**src/rtl/cpmbt_pkg.sv**
```systemverilog
// Shared constants and types for the CAN power-mode and bit-timing block
package cpmbt_pkg;

  // Module clock period and wakeup glitch filter time
  localparam int unsigned CLK_NS = 40;
  localparam int unsigned WUP_FILT_NS = 2000;
  // Least time: rounded up to whole cycles
  localparam int unsigned WUP_FILT_CYC = (WUP_FILT_NS + CLK_NS - 1) / CLK_NS;

  // Recessive bits needed to join the bus
  localparam logic [3:0] JOIN_BITS = 4'hB;
  // Groups of recessive bits for bus-off recovery
  localparam logic [7:0] BO_GROUPS = 8'h80;

  // Smallest legal timing field codes
  localparam logic [3:0] FIRST_TIME_SEGMENT_LENGTH_MIN_F = 4'h3;
  localparam logic [2:0] SECOND_TIME_SEGMENT_LENGTH_MIN_F = 3'h1;

  // Bus levels and reset values
  localparam logic RECESSIVE = 1'b1;
  localparam logic [5:0] PRESC_RST = 6'h00;
  localparam logic [5:0] QPOS_RST = 6'h00;

  // Bit timing configuration; each field but three_samp holds length minus one
  typedef struct packed {
    logic [5:0] presc;
    logic [1:0] sjw;
    logic [3:0] first_time_segment_length;
    logic [2:0] second_time_segment_length;
    logic three_samp;
  } cpmbt_timing_t;

  // Status from the protocol engine, all on clk
  typedef struct packed {
    logic tx_active;
    logic rx_active;
    logic tx_pending;
    logic bus_off;
    logic frame_ok;
  } cpmbt_proto_t;

  typedef enum logic [2:0] {
    M_NORMAL,
    M_SLEEP_PEND,
    M_SLEEP,
    M_SOFT_RST,
    M_PDOWN
  } cpmbt_mode_t;

endpackage

```
**src/rtl/cpmbt_top.sv**
```systemverilog
// Power-mode sequencing, timer link and bit timing of the CAN controller
`timescale 1ns/1ps

// Notes on behaviour
// RQ1: Sleep request during transmit waits until nothing is scheduled.
// RQ2: Sleep request during receive waits for the message end.
// RQ3: Sleep request while idle enters sleep at once.
// RQ4: Sleep acknowledge stands for as long as the block sleeps.
// RQ5: Bus-off recovery count pauses in sleep and resumes after.
// RQ6: Sleep stops protocol timing, keeps register access, holds transmit recessive.
// RQ7: Sleep allows flag and buffer access but no copy or abort.
// RQ8: Sleep ends on bus activity, request withdrawn, or soft reset.
// RQ9: Sleep request cannot drop before sleep acknowledge is set.
// RQ10: After wakeup, eleven recessive bits are needed before joining.
// RQ11: Deferred copy, abort and transmit actions run upon wakeup.
// RQ12: Soft reset halts and aborts at once; registers stay reachable.
// RQ13: Software should sleep the block before soft reset or stop.
// RQ14: CPU stop means power-down: abort, transmit recessive, no access.
// RQ15: Bus activity in power-down wakes system; data ignored until resync.
// RQ16: During CPU wait the block runs and its interrupts end wait.
// RQ17: Wakeup filter select low-pass filters receive input while asleep.
// RQ18: A one-bit-time pulse follows every valid frame end.
// RQ19: Timer link enable routes that pulse to timer capture channel zero.
// RQ20: Clock source select picks PLL when one, oscillator when zero.
// RQ21: Prescaler divides module clock into the quantum clock.
// RQ22: Sync segment is one quantum; first segment 4 to 16.
// RQ23: Second segment 2 to 8 quanta; jump width 1 to 4.
// RQ24: Sampling at first segment end; third sample when triple sampling.
// RQ25: Timing fields hold length minus one, within their legal codes.
// RQ26: Quanta per bit is one plus both segment lengths.
module cpmbt_top import cpmbt_pkg::*; #(
  parameter int unsigned FILT_W = 8
) (
  input wire logic clk,
  input wire logic nrst,
  input wire logic ce,
  input wire logic osc_tick,
  input wire logic pll_tick,
  input wire logic clock_source_select,
  input wire cpmbt_timing_t timing,
  input wire logic can_rx_pin,
  input wire logic engine_tx_bit,
  input wire cpmbt_proto_t proto,
  input wire logic sleep_request,
  input wire logic soft_reset_request,
  input wire logic wakeup_filter_select,
  input wire logic timer_link_enable,
  input wire logic cpu_stop,
  input wire logic cpu_wait,
  input wire logic [2:0] irq_pending,
  output logic can_tx_pin,
  output logic sleep_acknowledge,
  output logic sleep_request_held,
  output logic bus_joined,
  output logic engine_rx_bit,
  output logic engine_sample,
  output logic deferred_action_enable,
  output logic register_access_enable,
  output logic abort_all,
  output logic wakeup_event,
  output logic busoff_recovered,
  output logic frame_valid_pulse,
  output logic first_timer_module_ch0,
  output logic wait_wakeup
);

  // Filter counter must reach the full filter length
  if (WUP_FILT_CYC >= (64'h1 << FILT_W)) begin : g_filt_w_bad
    $error("FILT_W too small for wakeup filter");
  end

  cpmbt_mode_t mode_ff;
  cpmbt_mode_t nxt_mode;
  logic req_ff;
  logic nxt_req;
  logic hold_ff;
  logic ack_ff;
  logic joined_ff;
  logic [3:0] rec_run_ff;
  logic [3:0] bo_run_ff;
  logic [7:0] bo_grp_ff;
  logic bo_done_ff;
  logic [FILT_W-1:0] filt_ff;
  logic tx_pin_ff;
  logic rx_out_ff;
  logic samp_out_ff;
  logic act_ff;
  logic acc_ff;
  logic abort_ff;
  logic wake_ev_ff;
  logic arm_ff;
  logic pulse_ff;
  logic ch0_ff;
  logic wait_ff;

  logic rx_sync;
  logic sample_pt;
  logic bit_start;
  logic rx_bit;

  // Pin input crosses into clk here
  cpmbt_sync #(
    .RST_VAL(RECESSIVE)
  ) i_cpmbt_sync (
    .clk(clk),
    .nrst(nrst),
    .ce(ce),
    .din(can_rx_pin),
    .dout(rx_sync)
  );

  // RQ20 module clock source
  wire logic mod_tick = clock_source_select ? pll_tick : osc_tick;

  // Sleep-pending keeps timing so a frame in flight completes
  // RQ6 protocol timing only while running
  wire logic proto_run = (mode_ff == M_NORMAL) || (mode_ff == M_SLEEP_PEND);

  cpmbt_tq i_cpmbt_tq (
    .clk(clk),
    .nrst(nrst),
    .ce(ce),
    .run(proto_run),
    .mod_tick(mod_tick),
    .cfg(timing),
    .rx(rx_sync),
    .sample_pt(sample_pt),
    .bit_start(bit_start),
    .rx_bit(rx_bit)
  );

  // RQ1 nothing scheduled or sending
  // RQ2 no reception under way
  wire logic idle = !proto.tx_active && !proto.rx_active && !proto.tx_pending;

  // A bus wake blocks re-arming until software drops its request
  wire logic req_eff = req_ff && !hold_ff;

  wire logic asleep = (mode_ff == M_SLEEP);
  wire logic dominant = (rx_sync != RECESSIVE);

  // RQ17 glitch filter on receive while asleep
  wire logic filt_full = (filt_ff == FILT_W'(WUP_FILT_CYC - 1));
  wire logic bus_wake = asleep && dominant && (!wakeup_filter_select || filt_full);

  wire logic recessive_smp = sample_pt && (rx_bit == RECESSIVE);
  wire logic join_now = recessive_smp && (rec_run_ff == JOIN_BITS - 4'h1);
  wire logic bo_group = recessive_smp && (bo_run_ff == JOIN_BITS - 4'h1);

  // Mode sequencing; stop and soft reset override everything
  // Halted modes leave through normal, never straight to sleep
  always_comb begin
    nxt_mode = mode_ff;
    // RQ14 stop forces power-down
    if (cpu_stop) begin
      nxt_mode = M_PDOWN;
    // RQ12 soft reset halts at once
    end else if (soft_reset_request) begin
      nxt_mode = M_SOFT_RST;
    end else begin
      unique case (mode_ff)
        M_NORMAL: begin
          // RQ3 idle enters sleep directly
          if (req_eff && idle) nxt_mode = M_SLEEP;
          else if (req_eff) nxt_mode = M_SLEEP_PEND;
        end
        M_SLEEP_PEND: begin
          // RQ1 finish scheduled traffic first
          if (idle) nxt_mode = M_SLEEP;
        end
        M_SLEEP: begin
          // RQ8 wake conditions
          if (bus_wake || !req_eff) nxt_mode = M_NORMAL;
        end
        M_SOFT_RST: nxt_mode = M_NORMAL;
        M_PDOWN: nxt_mode = M_NORMAL;
        default: nxt_mode = M_NORMAL;
      endcase
    end
  end

  // Held request; a bus wake wins over a standing request
  always_comb begin
    nxt_req = req_ff;
    if (bus_wake) nxt_req = 1'b0;
    else if (sleep_request && !hold_ff) nxt_req = 1'b1;
    // RQ9 drop only after acknowledge
    else if (!sleep_request && ack_ff) nxt_req = 1'b0;
  end

  always_ff @(posedge clk) begin
    if (!nrst) begin
      mode_ff <= M_NORMAL;
      req_ff <= 1'b0;
      hold_ff <= 1'b0;
      ack_ff <= 1'b0;
    end else if (ce) begin
      mode_ff <= nxt_mode;
      req_ff <= nxt_req;
      // Set wins over clear
      hold_ff <= bus_wake || (hold_ff && sleep_request);
      // RQ4 acknowledge follows sleep state
      ack_ff <= (nxt_mode == M_SLEEP);
    end
  end

  // Wakeup filter: dominant must persist to count
  always_ff @(posedge clk) begin
    if (!nrst) begin
      filt_ff <= '0;
    end else if (ce) begin
      if (!asleep || !dominant) filt_ff <= '0;
      else if (!filt_full) filt_ff <= filt_ff + FILT_W'(1);
    end
  end

  // RQ10 resync on recessive run
  always_ff @(posedge clk) begin
    if (!nrst) begin
      rec_run_ff <= 4'h0;
      joined_ff <= 1'b0;
    end else if (ce) begin
      if (!proto_run) begin
        rec_run_ff <= 4'h0;
        joined_ff <= 1'b0;
      end else if (sample_pt) begin
        if (rx_bit != RECESSIVE) rec_run_ff <= 4'h0;
        else if (!join_now) rec_run_ff <= rec_run_ff + 4'h1;
        if (join_now) joined_ff <= 1'b1;
      end
    end
  end

  // RQ5 bus-off recovery count
  // Counters advance only on sample points, which stop in sleep
  always_ff @(posedge clk) begin
    if (!nrst) begin
      bo_run_ff <= 4'h0;
      bo_grp_ff <= 8'h00;
      bo_done_ff <= 1'b0;
    end else if (ce) begin
      bo_done_ff <= 1'b0;
      if (!proto.bus_off) begin
        bo_run_ff <= 4'h0;
        bo_grp_ff <= 8'h00;
      end else if (sample_pt) begin
        if (rx_bit != RECESSIVE) bo_run_ff <= 4'h0;
        else if (bo_group) bo_run_ff <= 4'h0;
        else bo_run_ff <= bo_run_ff + 4'h1;
        if (bo_group && bo_grp_ff == BO_GROUPS - 8'h01) begin
          bo_grp_ff <= 8'h00;
          bo_done_ff <= 1'b1;
        end else if (bo_group) begin
          bo_grp_ff <= bo_grp_ff + 8'h01;
        end
      end
    end
  end

  // RQ6 transmit recessive when not running
  // RQ14 also in power-down
  wire logic nxt_tx_pin = (proto_run && joined_ff) ? engine_tx_bit : RECESSIVE;
  // RQ15 data ignored until rejoined
  wire logic nxt_rx_out = joined_ff ? rx_bit : RECESSIVE;
  // A sample launched just before sleep must not leak out
  wire logic nxt_samp_out = proto_run && joined_ff && sample_pt;

  // Pin and engine-facing data
  always_ff @(posedge clk) begin
    if (!nrst) begin
      tx_pin_ff <= RECESSIVE;
      rx_out_ff <= RECESSIVE;
      samp_out_ff <= 1'b0;
    end else if (ce) begin
      tx_pin_ff <= nxt_tx_pin;
      rx_out_ff <= nxt_rx_out;
      samp_out_ff <= nxt_samp_out;
    end
  end

  // RQ7 no copy or abort while asleep
  // RQ11 deferred actions resume on wake
  wire logic nxt_act = (nxt_mode == M_NORMAL) || (nxt_mode == M_SLEEP_PEND);
  // RQ14 no register access in power-down
  wire logic nxt_acc = (nxt_mode != M_PDOWN);
  // RQ12 abort on entry to a halted mode from normal or sleep-pending
  wire logic nxt_abort = proto_run && ((nxt_mode == M_SOFT_RST) || (nxt_mode == M_PDOWN));
  // RQ15 bus activity wakes the system
  wire logic nxt_wake_ev = bus_wake || ((mode_ff == M_PDOWN) && dominant);
  // RQ16 enabled interrupts end CPU wait
  wire logic nxt_wait = cpu_wait && proto_run && (|irq_pending);

  // Access and action enables
  always_ff @(posedge clk) begin
    if (!nrst) begin
      act_ff <= 1'b0;
      acc_ff <= 1'b0;
      abort_ff <= 1'b0;
      wake_ev_ff <= 1'b0;
      wait_ff <= 1'b0;
    end else if (ce) begin
      act_ff <= nxt_act;
      acc_ff <= nxt_acc;
      abort_ff <= nxt_abort;
      wake_ev_ff <= nxt_wake_ev;
      wait_ff <= nxt_wait;
    end
  end

  // Frame-valid pulse spans one whole bit from the next bit start
  wire logic nxt_pulse = proto_run && (bit_start ? arm_ff : pulse_ff);

  always_ff @(posedge clk) begin
    if (!nrst) begin
      arm_ff <= 1'b0;
      pulse_ff <= 1'b0;
      ch0_ff <= 1'b0;
    end else if (ce) begin
      // RQ18 pulse after valid frame
      arm_ff <= proto_run && ((proto.frame_ok && proto_run) || (arm_ff && !bit_start));
      pulse_ff <= nxt_pulse;
      // RQ19 routed to capture channel
      ch0_ff <= nxt_pulse && timer_link_enable;
    end
  end

  assign can_tx_pin = tx_pin_ff;
  assign sleep_acknowledge = ack_ff;
  assign sleep_request_held = req_ff;
  assign bus_joined = joined_ff;
  assign engine_rx_bit = rx_out_ff;
  assign engine_sample = samp_out_ff;
  assign deferred_action_enable = act_ff;
  assign register_access_enable = acc_ff;
  assign abort_all = abort_ff;
  assign wakeup_event = wake_ev_ff;
  assign busoff_recovered = bo_done_ff;
  assign frame_valid_pulse = pulse_ff;
  assign first_timer_module_ch0 = ch0_ff;
  assign wait_wakeup = wait_ff;

endmodule // cpmbt_top

```
**src/rtl/cpmbt_sync.sv**
```systemverilog
// Three-stage synchroniser with agreement of the last two stages
`timescale 1ns/1ps
module cpmbt_sync import cpmbt_pkg::*; #(
  parameter logic RST_VAL = RECESSIVE
) (
  input wire logic clk,
  input wire logic nrst,
  input wire logic ce,
  input wire logic din,
  output logic dout
);

  logic s1_ff;
  logic s2_ff;
  logic s3_ff;
  logic out_ff;
  wire logic agree = (s2_ff == s3_ff);

  always_ff @(posedge clk) begin
    if (!nrst) begin
      s1_ff <= RST_VAL;
      s2_ff <= RST_VAL;
      s3_ff <= RST_VAL;
      out_ff <= RST_VAL;
    end else if (ce) begin
      s1_ff <= din;
      s2_ff <= s1_ff;
      s3_ff <= s2_ff;
      if (agree) out_ff <= s3_ff;
    end
  end

  assign dout = out_ff;

endmodule // cpmbt_sync

```
**src/rtl/cpmbt_tq.sv**
```systemverilog
// Time-quantum prescaler and bit segment timer
`timescale 1ns/1ps
module cpmbt_tq import cpmbt_pkg::*; (
  input wire logic clk,
  input wire logic nrst,
  input wire logic ce,
  input wire logic run,
  input wire logic mod_tick,
  input wire cpmbt_timing_t cfg,
  input wire logic rx,
  output logic sample_pt,
  output logic bit_start,
  output logic rx_bit
);

  logic [5:0] presc_ff;
  logic [5:0] q_ff;
  logic [5:0] ext_ff;
  logic [2:0] hist_ff;
  logic samp_ff;
  logic start_ff;
  logic bit_ff;

  // RQ25 codes below minimum clamp up
  wire logic [3:0] t1_f = (cfg.first_time_segment_length < FIRST_TIME_SEGMENT_LENGTH_MIN_F) ? FIRST_TIME_SEGMENT_LENGTH_MIN_F : cfg.first_time_segment_length;
  wire logic [2:0] t2_f = (cfg.second_time_segment_length < SECOND_TIME_SEGMENT_LENGTH_MIN_F) ? SECOND_TIME_SEGMENT_LENGTH_MIN_F : cfg.second_time_segment_length;
  wire logic [5:0] sjw_q = {4'h0, cfg.sjw} + 6'h01;
  // RQ22 one sync quantum
  wire logic [5:0] samp_q = {2'h0, t1_f} + 6'h01 + ext_ff;
  wire logic [5:0] end_q = samp_q + {3'h0, t2_f} + 6'h01;
  wire logic tq = run && mod_tick && (presc_ff == cfg.presc);
  wire logic fall = hist_ff[0] && !rx && (q_ff != 6'h00);
  wire logic in_t1 = (q_ff <= samp_q);
  wire logic [5:0] jump_q = q_ff + sjw_q;
  wire logic at_end = (q_ff == end_q) || (fall && !in_t1 && jump_q >= end_q);
  wire logic maj = (hist_ff[1] & hist_ff[0]) | (hist_ff[1] & rx) | (hist_ff[0] & rx);

  always_ff @(posedge clk) begin
    if (!nrst) begin
      presc_ff <= PRESC_RST;
      q_ff <= QPOS_RST;
      ext_ff <= QPOS_RST;
      hist_ff <= {3{RECESSIVE}};
      samp_ff <= 1'b0;
      start_ff <= 1'b0;
      bit_ff <= RECESSIVE;
    end else if (ce) begin
      samp_ff <= 1'b0;
      start_ff <= 1'b0;
      // RQ21 quantum clock divider
      if (run && mod_tick) presc_ff <= tq ? PRESC_RST : presc_ff + 6'h01;
      if (tq) begin
        hist_ff <= {hist_ff[1:0], rx};
        // RQ26 bit length from segments
        if (at_end) begin
          q_ff <= QPOS_RST;
          ext_ff <= QPOS_RST;
          start_ff <= 1'b1;
        // RQ23 jump width bounds correction
        end else if (fall && in_t1) begin
          ext_ff <= (q_ff < sjw_q) ? q_ff : sjw_q;
          q_ff <= q_ff + 6'h01;
        end else if (fall) begin
          q_ff <= jump_q;
        end else begin
          q_ff <= q_ff + 6'h01;
        end
        // RQ24 sample at segment end
        if (q_ff == samp_q) begin
          samp_ff <= 1'b1;
          bit_ff <= cfg.three_samp ? maj : rx;
        end
      end
    end
  end

  assign sample_pt = samp_ff;
  assign bit_start = start_ff;
  assign rx_bit = bit_ff;

endmodule // cpmbt_tq

```
**config.mk**
```make
export PLATFORM = sky130hd
export DESIGN_NAME = cpmbt_top
export DESIGN_NICKNAME = d
export VERILOG_FILES = /design/src/rtl/cpmbt_pkg.sv /design/src/rtl/cpmbt_top.sv /design/src/rtl/cpmbt_sync.sv /design/src/rtl/cpmbt_tq.sv
export SDC_FILE = /design/constraint.sdc
export NUM_CORES = 1
export LEC_CHECK = 0
export BUFFER_PORTS_ARGS = -buffer_cell sky130_fd_sc_hd__buf_2
export CAP_MARGIN = 25
export CORE_ASPECT_RATIO = 0.75
export CORE_MARGIN = 2
export CORE_UTILIZATION = 53
export CTS_CLUSTER_SIZE = 10
export DETAILED_ROUTE_END_ITERATION = 8
export PLACE_DENSITY = 0.82
export SLEW_MARGIN = 20
export SYNTH_ARGS = -nofsm -noshare
export SYNTH_HDL_FRONTEND = slang
export SYNTH_HIERARCHICAL = 1
export SYNTH_SLANG_ARGS = --single-unit
```
**constraint.sdc**
```tcl
create_clock -name clk -period 3.9 [get_ports clk]
set_clock_uncertainty 0.05 [all_clocks]
set_input_delay 0.585 -clock clk [delete_from_list [all_inputs] [get_ports clk]]
set_output_delay 0.585 -clock clk [all_outputs]
set_load 0.05 [all_outputs]
```
==> metrics.yaml, run 1 <==
place:
  routabilityCongestion: 0.901
  post-dp-hpwl_mm: 7.57
  dpl_cell_area_um2: 4790
  numPortBuffers: 51
synth:
  synth_nets: 610
  ys_async_sr_fraction_pct: 0
  ys_warn_count: 6
  synthTopCellsByArea: "dfxtp_1 (32%), ha_1 (10%), a21oi_1 (5.8%), nor2_1 (3.8%), nand2_1 (3.6%)"
  yosys_register_bits: 70
  synth-seq-area-share_pct: 31.7
  syn_inst: 533
  synth_largest_area_cell: "dfxtp_1"
  avgSynthCellArea_um2: 8.29
  netlist.area_leader.share_pct: 31.7
  netlist_top_cells_count: "dfxtp_1 (70), a21oi_1 (51), nor2_1 (45)"
  ys_types: 72
  syn-cell-area_um2: 4420
  synth-main-ff-cell: "dfxtp_1"
  synth_most_common_cell: "dfxtp_1"
  synth_edf_count: 0
setup_path:
  max_stage_delay_ns: 0.44
  cp_max_fo: 6
  crit_path_top_delay_cell: "fa_1"
  path_buf_inv: 1
  crit_chain: "buf_2 -> nor2_1 -> or2_2 -> fa_1 -> xor2_1 -> ha_1 -> a21oi_1 -> nand2_1 -> and3_4 -> xor2_1 -> ha_1 -> a21oi_1 -> nand2_1 -> a32oi_4 -> nand2_2 -> o32ai_1"
  critPathTopFamily: "adder cells"
  startpoint_type: "input pin"
  crit_path_end_kind: "flip-flop"
  arrival_ns: 3.94
  critical_path_class: "in2reg"
  worstPathRequired_ns: 4.09
global_route:
  antenna_found_initial: 0
  grtUsageTotal_pct: 24.0
  grt_pass1_wl_mm: 17.8
  grt_overflow_total: 0
  grt_max_degree: 30
  grt_pass1_vias: 3900
floorplan:
  initial_core_util_pct: 55.3
  io_pins: 52
  die_w_um: 109
  dieArea_um2: 9090
  core_area_um2: 7990
  chipHeight_um: 83.1
  rows: 28
power:
  power_density_nw_per_um2: 308
  p_leak_nw: 2.04
  irDropWorstVdd_mv: 0.200
flow_run:
  cap_violations: 0
clock_tree:
  cts_tree: "yes"
  root_buffer: "clkbuf_8"
  h-tree-depth: 3
  clock_path_buffers: 2
  clk_transition_reported_paths_ns: 0.06
  numCtsBuffers: 9
  post_cts_buffers: 0
  numClockSinks: 70
  clkLatencyLatePin_ns: 0.34
drt:
  vias_per_cell: 5.80
  dr.pass1.iters: 4
  totalWireLength_mm: 10.1
  ant_nets: 0
  drtIter0Drc: 211
  drc_errors: 0
  wl_per_cell_um: 14.6
  num_vias: 4007
hold_path:
  min_path_type: "reg2reg"
finish:
  nets: 661
  area_growth_pct: 12.8
  final_area_um2: 4980
  fillers: 675
  drive_gt1_share_pct: 15.4
  antenna_cells: 0
sta:
  finalSetupTns_ns: 0
  final_hold_viol_count: 0
  fmax_mhz: 266
  worst_slew_pin_slew_ns: 0.654
  rsz0062_at_grt: "false"
  min_period_ns: 3.75
  slew_headroom_pct: 56.4
  slew_viol_final: 0
  finalSetupViolations: 0
  layout_worst_path_cycle_share_pct: 96.3
outcome:
  status: "completed"
[repair_timing]
item	in CTS	in global routing
setup endpoints to repair	0	1
hold endpoints to repair	0	0
resized for setup	0	2
hold buffers	0	0
[registers in the layout, indices dropped and copies added, names as in the netlist, 2 cells and up]
register and flops:
i_cpmbt_tq/presc_ff 6, i_cpmbt_tq/ext_ff 6, rec_run_ff 4, i_cpmbt_tq/q_ff 6
filt_ff 8, bo_grp_ff 8, i_cpmbt_tq/hist_ff 2, mode_ff 3
bo_run_ff 4
[worst paths after layout]
kind,cells after the start,from,to,slack (ns)
worst max-delay path,16,timing[6],i_cpmbt_tq/ext_ff[2]$_SDFFE_PN0P_,0.15
worst min register to register,2,first_timer_module_ch0$_SDFFE_PN0P_,first_timer_module_ch0$_SDFFE_PN0P_,0.40
worst min-delay path,2,first_timer_module_ch0$_SDFFE_PN0P_,first_timer_module_ch0$_SDFFE_PN0P_,0.40
worst max register to register,16,i_cpmbt_tq/ext_ff[0]$_SDFFE_PN0P_,i_cpmbt_tq/ext_ff[2]$_SDFFE_PN0P_,0.26
[placed cells by master (no fill, tap or decap), types with 4 or more instances in the layout]
master,instances
a21oi_1,51
a31oi_1,8
buf_2,51
buf_4,12
clkbuf_8,10
dfxtp_1,70
ha_1,36
inv_1,30
mux2i_1,10
nand2_1,42
nand2b_1,6
nand3_1,24
nand4_1,10
nor2_1,45
nor2b_1,7
nor3_1,18
nor3b_1,7
o21a_1,4
o21ai_0,19
o21bai_1,4
or4_1,5
xnor2_1,18
xor2_1,14
[cell type report]
type | count | area, um2 | share of cell area (%)
Clock buffer | 11 | 141 | 2.84
Clock inverter | 2 | 35.0 | 0.703
Inverter | 31 | 118 | 2.36
Multi-Input combinational cell | 409 | 2810 | 56.4
Sequential cell | 70 | 1400 | 28.1
Tap cell | 105 | 131 | 2.64
Timing Repair Buffer | 63 | 345 | 6.93
[power breakdown]
| part | switching, mW | internal, mW | total (mW) |
|---|---|---|---|
| Sequential | 0.00919 | 0.725 | 0.734 |
| Clock | 0.247 | 0.301 | 0.549 |
| Combinational | 0.147 | 0.105 | 0.252 |
| Total | 0.404 | 1.13 | 1.53 |
[routing by layer]
layer	GRT usage, %	routed length, um	share of wire, %	vias to the layer above
met5	0	0	0	-
met4	7.02	133	1.3	0
met3	4.95	648	6.4	15
met2	38.3	4600	46	124
met1	32.7	4710	47	1860
li1	-	-	-	2008
[per-stage QoR]
| stage | setup WS (ns) | utilization [%] | power [mW] | hold WS, ns | std cells |
|---|---|---|---|---|---|
| global placement | 0.0191 | 60.0 | 0.988 | 0.387 | 678 |
| finish | 0.146 | 62.4 | 1.53 | 0.402 | 691 |
| global route | 0.0195 | 62.4 | 1.61 | 0.406 | 691 |
| floorplan | 0.0988 | - | 0.922 | 0.390 | 533 |
| detailed placement | -0.135 | 60.0 | 0.999 | 0.395 | 678 |
| CTS | 0.217 | 62.2 | 1.54 | 0.402 | 691 |
[worst min-delay path, delay by kind of cell, from the launching register on]
kind / cells / cell delay (ns)
compound gates: 1 / 0.05
flops: 1 / 0.31
simple gates: 1 / 0.05
[kinds of logic (layout without fill, tap and decap cells)]
kind of cell,Yosys count,in the layout,share of synthesized area [%]
AOI/OAI and AO/OA,125,125,18.1
xor gates and xnor gates,34,34,7.39
adders and majority gates,39,39,11.6
buffers and inverters,54,107,5.04
DFF,70,70,31.7
muxes,11,11,2.52
and+or+nand+nor,200,200,23.7
Power figures use the tool's default switching activity.
==> run 2: changes to the inputs <==
ABC_AREA = 1   (was unset)
CORE_UTILIZATION = 45   (was 53)
PLACE_DENSITY = 0.72   (was 0.82)
==> run 2 against run 1 <==
Effect of this change:
- clock power increased by 31%
- highest routed layer unchanged
- wire length increased by 6.9%
- critical path type unchanged
- maximum frequency increased by 4.6%
- count of clock-buffer cells in the layout increased by 1
- critical path depth increased by 8
- combinational power increased by 4%
- largest cell class unchanged
- total power increased by 12%
==> metrics.yaml, run 2 <==
finish:
  drive_gt1_share_pct: 16.4
  antenna_cells: 0
  area_growth_pct: 13.2
  nets: 799
  fillers: 989
  instances_no_fill: 861
  multi_input_area_um2: 2880
  final_common_cell: "nand2_1"
  final_area_um2: 5350
  final_cell_mix: "nand2_1 (140), inv_1 (91), dfxtp_1 (70)"
  top_regs: "bo_grp_ff (8), filt_ff (8)"
  fin_util_pct: 52.2
  register_area_um2: 1400
setup_path:
  max_stage_delay_ns: 0.43
  crit_path_end_kind: "flip-flop"
  critical_path_class: "in2reg"
  crit_chain: "buf_2 -> nor2_1 -> or2_2 -> fa_1 -> xor2_1 -> ha_1 -> nand2_1 -> inv_1 -> nand2_1 -> nand3_1 -> nand3_2 -> nor2_2 -> nand2_1 -> nand2_1 -> ha_1 -> nand2_1 -> inv_1 -> o211ai_1 -> o2111ai_1 -> nand2_1 -> nand2_2 -> nand2_4 -> nand2_2 -> nor3b_2"
  path_buf_inv: 3
  arrival_ns: 3.80
  cp_max_fo: 6
  worstPathRequired_ns: 4.11
  startpoint_type: "input pin"
  critPathTopFamily: "simple AND/OR/NAND/NOR gates"
  cp_common_cell: "nand2_1"
  crit_path_top_delay_cell: "fa_1"
clock_tree:
  clk_transition_reported_paths_ns: 0.05
  clock_path_buffers: 2
  cts_resized: 0
  root_buffer: "clkbuf_16"
  h-tree-depth: 3
  cts_tree: "yes"
  post_cts_buffers: 0
  cts_hold_buf: 0
  numClockSinks: 70
  numCtsBuffers: 9
  clkLatencyLatePin_ns: 0.33
place:
  routabilityCongestion: 0.891
  dp_slack_ns: -0.0115
  dpl_cell_area_um2: 5090
  post-dp-hpwl_mm: 8.32
  numPortBuffers: 51
  dp_cells: 847
outcome:
  status: "completed"
power:
  irDropWorstVdd_mv: 0.224
  clkPwrFrac_pct: 41.7
  internal-power_mw: 1.26
  switching_share_pct: 27.0
  seqPwrFrac_pct: 43.1
  p_switching_mw: 0.465
  power_density_nw_per_um2: 322
  p_leak_nw: 2.48
  power_mw: 1.72
  p_comb_share_pct: 15.1
synth:
  synth-main-ff-cell: "dfxtp_1"
  synth-seq-area-share_pct: 29.6
  yosys_register_bits: 70
  ys_warn_count: 6
  synth_largest_area_cell: "dfxtp_1"
  synth_nets: 750
  syn-cell-area_um2: 4730
  ys_types: 49
  netlist.area_leader.share_pct: 29.6
  ys_async_sr_fraction_pct: 0
  synth_edf_count: 0
  synthTopCellsByArea: "dfxtp_1 (30%), nand2_1 (11%), ha_1 (9.5%), inv_1 (7.2%), nand3_1 (6.2%)"
  avgSynthCellArea_um2: 7.03
  syn_inst: 673
  netlist_top_cells_count: "nand2_1 (141), inv_1 (91), dfxtp_1 (70)"
  synth_most_common_cell: "nand2_1"
floorplan:
  rows: 32
  dieArea_um2: 11400
  core_area_um2: 10200
  initial_core_util_pct: 46.1
  chipHeight_um: 92.8
  io_pins: 52
  die_w_um: 122
drt:
  drtIter0Drc: 314
  dr.pass1.iters: 5
  num_vias: 4457
  totalWireLength_mm: 10.8
  vias_per_cell: 5.18
  drc_errors: 0
  ant_nets: 0
  wl_per_cell_um: 12.5
global_route:
  grt_pass1_wl_mm: 18.4
  grt_max_degree: 27
  antenna_found_initial: 0
  grt_overflow_total: 0
  grtUsageTotal_pct: 20.0
  grt_pass1_vias: 4115
sta:
  finalSetupViolations: 0
  rsz0062_at_grt: "false"
  slew_viol_final: 0
  fmax_mhz: 279
  fin_ws_ns: 0.311
  whs_ns: 0.412
  layout_worst_path_cycle_share_pct: 92.0
  min_period_ns: 3.59
  finalSetupTns_ns: 0
  worst_slew_pin_slew_ns: 0.799
  slew_headroom_pct: 46.7
  final_hold_viol_count: 0
hold_path:
  min_path_type: "reg2reg"
flow_run:
  cap_violations: 0
run 2: final cells by class:
class	instances	area share (%)
repair buffers	52	4.91
well taps	136	3.18
clock buffers	12	4.60
inverters	101	7.17
multi-input cells	488	53.8
flip-flops and latches	70	26.2
clock inverters	2	0.187
run 2: final timing paths:
kind / start / end / slack [ns] / cells after the start
max: timing[7] / i_cpmbt_tq/ext_ff[3]$_SDFFE_PN0P_ / 0.31 / 24
min reg2reg: engine_sample$_SDFFE_PN0P_ / engine_sample$_SDFFE_PN0P_ / 0.41 / 2
max reg2reg: i_cpmbt_tq/ext_ff[0]$_SDFFE_PN0P_ / i_cpmbt_tq/ext_ff[3]$_SDFFE_PN0P_ / 0.45 / 24
min: engine_sample$_SDFFE_PN0P_ / engine_sample$_SDFFE_PN0P_ / 0.41 / 2
run 2: cells by family (layout without fill, tap and decap cells):
| group | count (synthesis) | count (layout) | share of synthesized area [%] |
|---|---|---|---|
| fa+ha+maj | 40 | 40 | 11.0 |
| simple gates | 323 | 323 | 32.7 |
| compound gates | 99 | 99 | 12.1 |
| xor+xnor | 24 | 24 | 4.44 |
| mux | 2 | 2 | 0.476 |
| buf+inv | 115 | 167 | 9.60 |
| flops | 70 | 70 | 29.6 |
run 2: worst reg2reg max path, stage by stage (launching register included):
cell and delay, ns:
dfxtp_1 0.31, inv_1 0.06, ha_1 0.15, inv_1 0.07
fa_1 0.40, xor2_1 0.20, ha_1 0.36, nand2_1 0.06
inv_1 0.08, nand2_1 0.05, nand3_1 0.10, nand3_2 0.12
nor2_2 0.12, nand2_1 0.08, nand2_1 0.06, ha_1 0.24
nand2_1 0.09, inv_1 0.05, o211ai_1 0.07, o2111ai_1 0.12
nand2_1 0.11, nand2_2 0.09, nand2_4 0.10, nand2_2 0.09
nor3b_2 0.15
run 2: power by group through the flow:
stage	Clock, mW	Sequential (mW)	Combinational [mW]
2_1_floorplan	0	0.771	0.174
3_3_place_gp	0	0.758	0.249
3_5_place_dp	0	0.759	0.257
4_1_cts	0.736	0.743	0.258
5_1_grt	0.761	0.745	0.296
6_report	0.719	0.744	0.261
run 2: metal layers:
metal	wire length [um]	global-route usage, %
met5	0	0
met4	130	4.12
met3	538	4.80
met2	4670	31.7
met1	5450	27.5
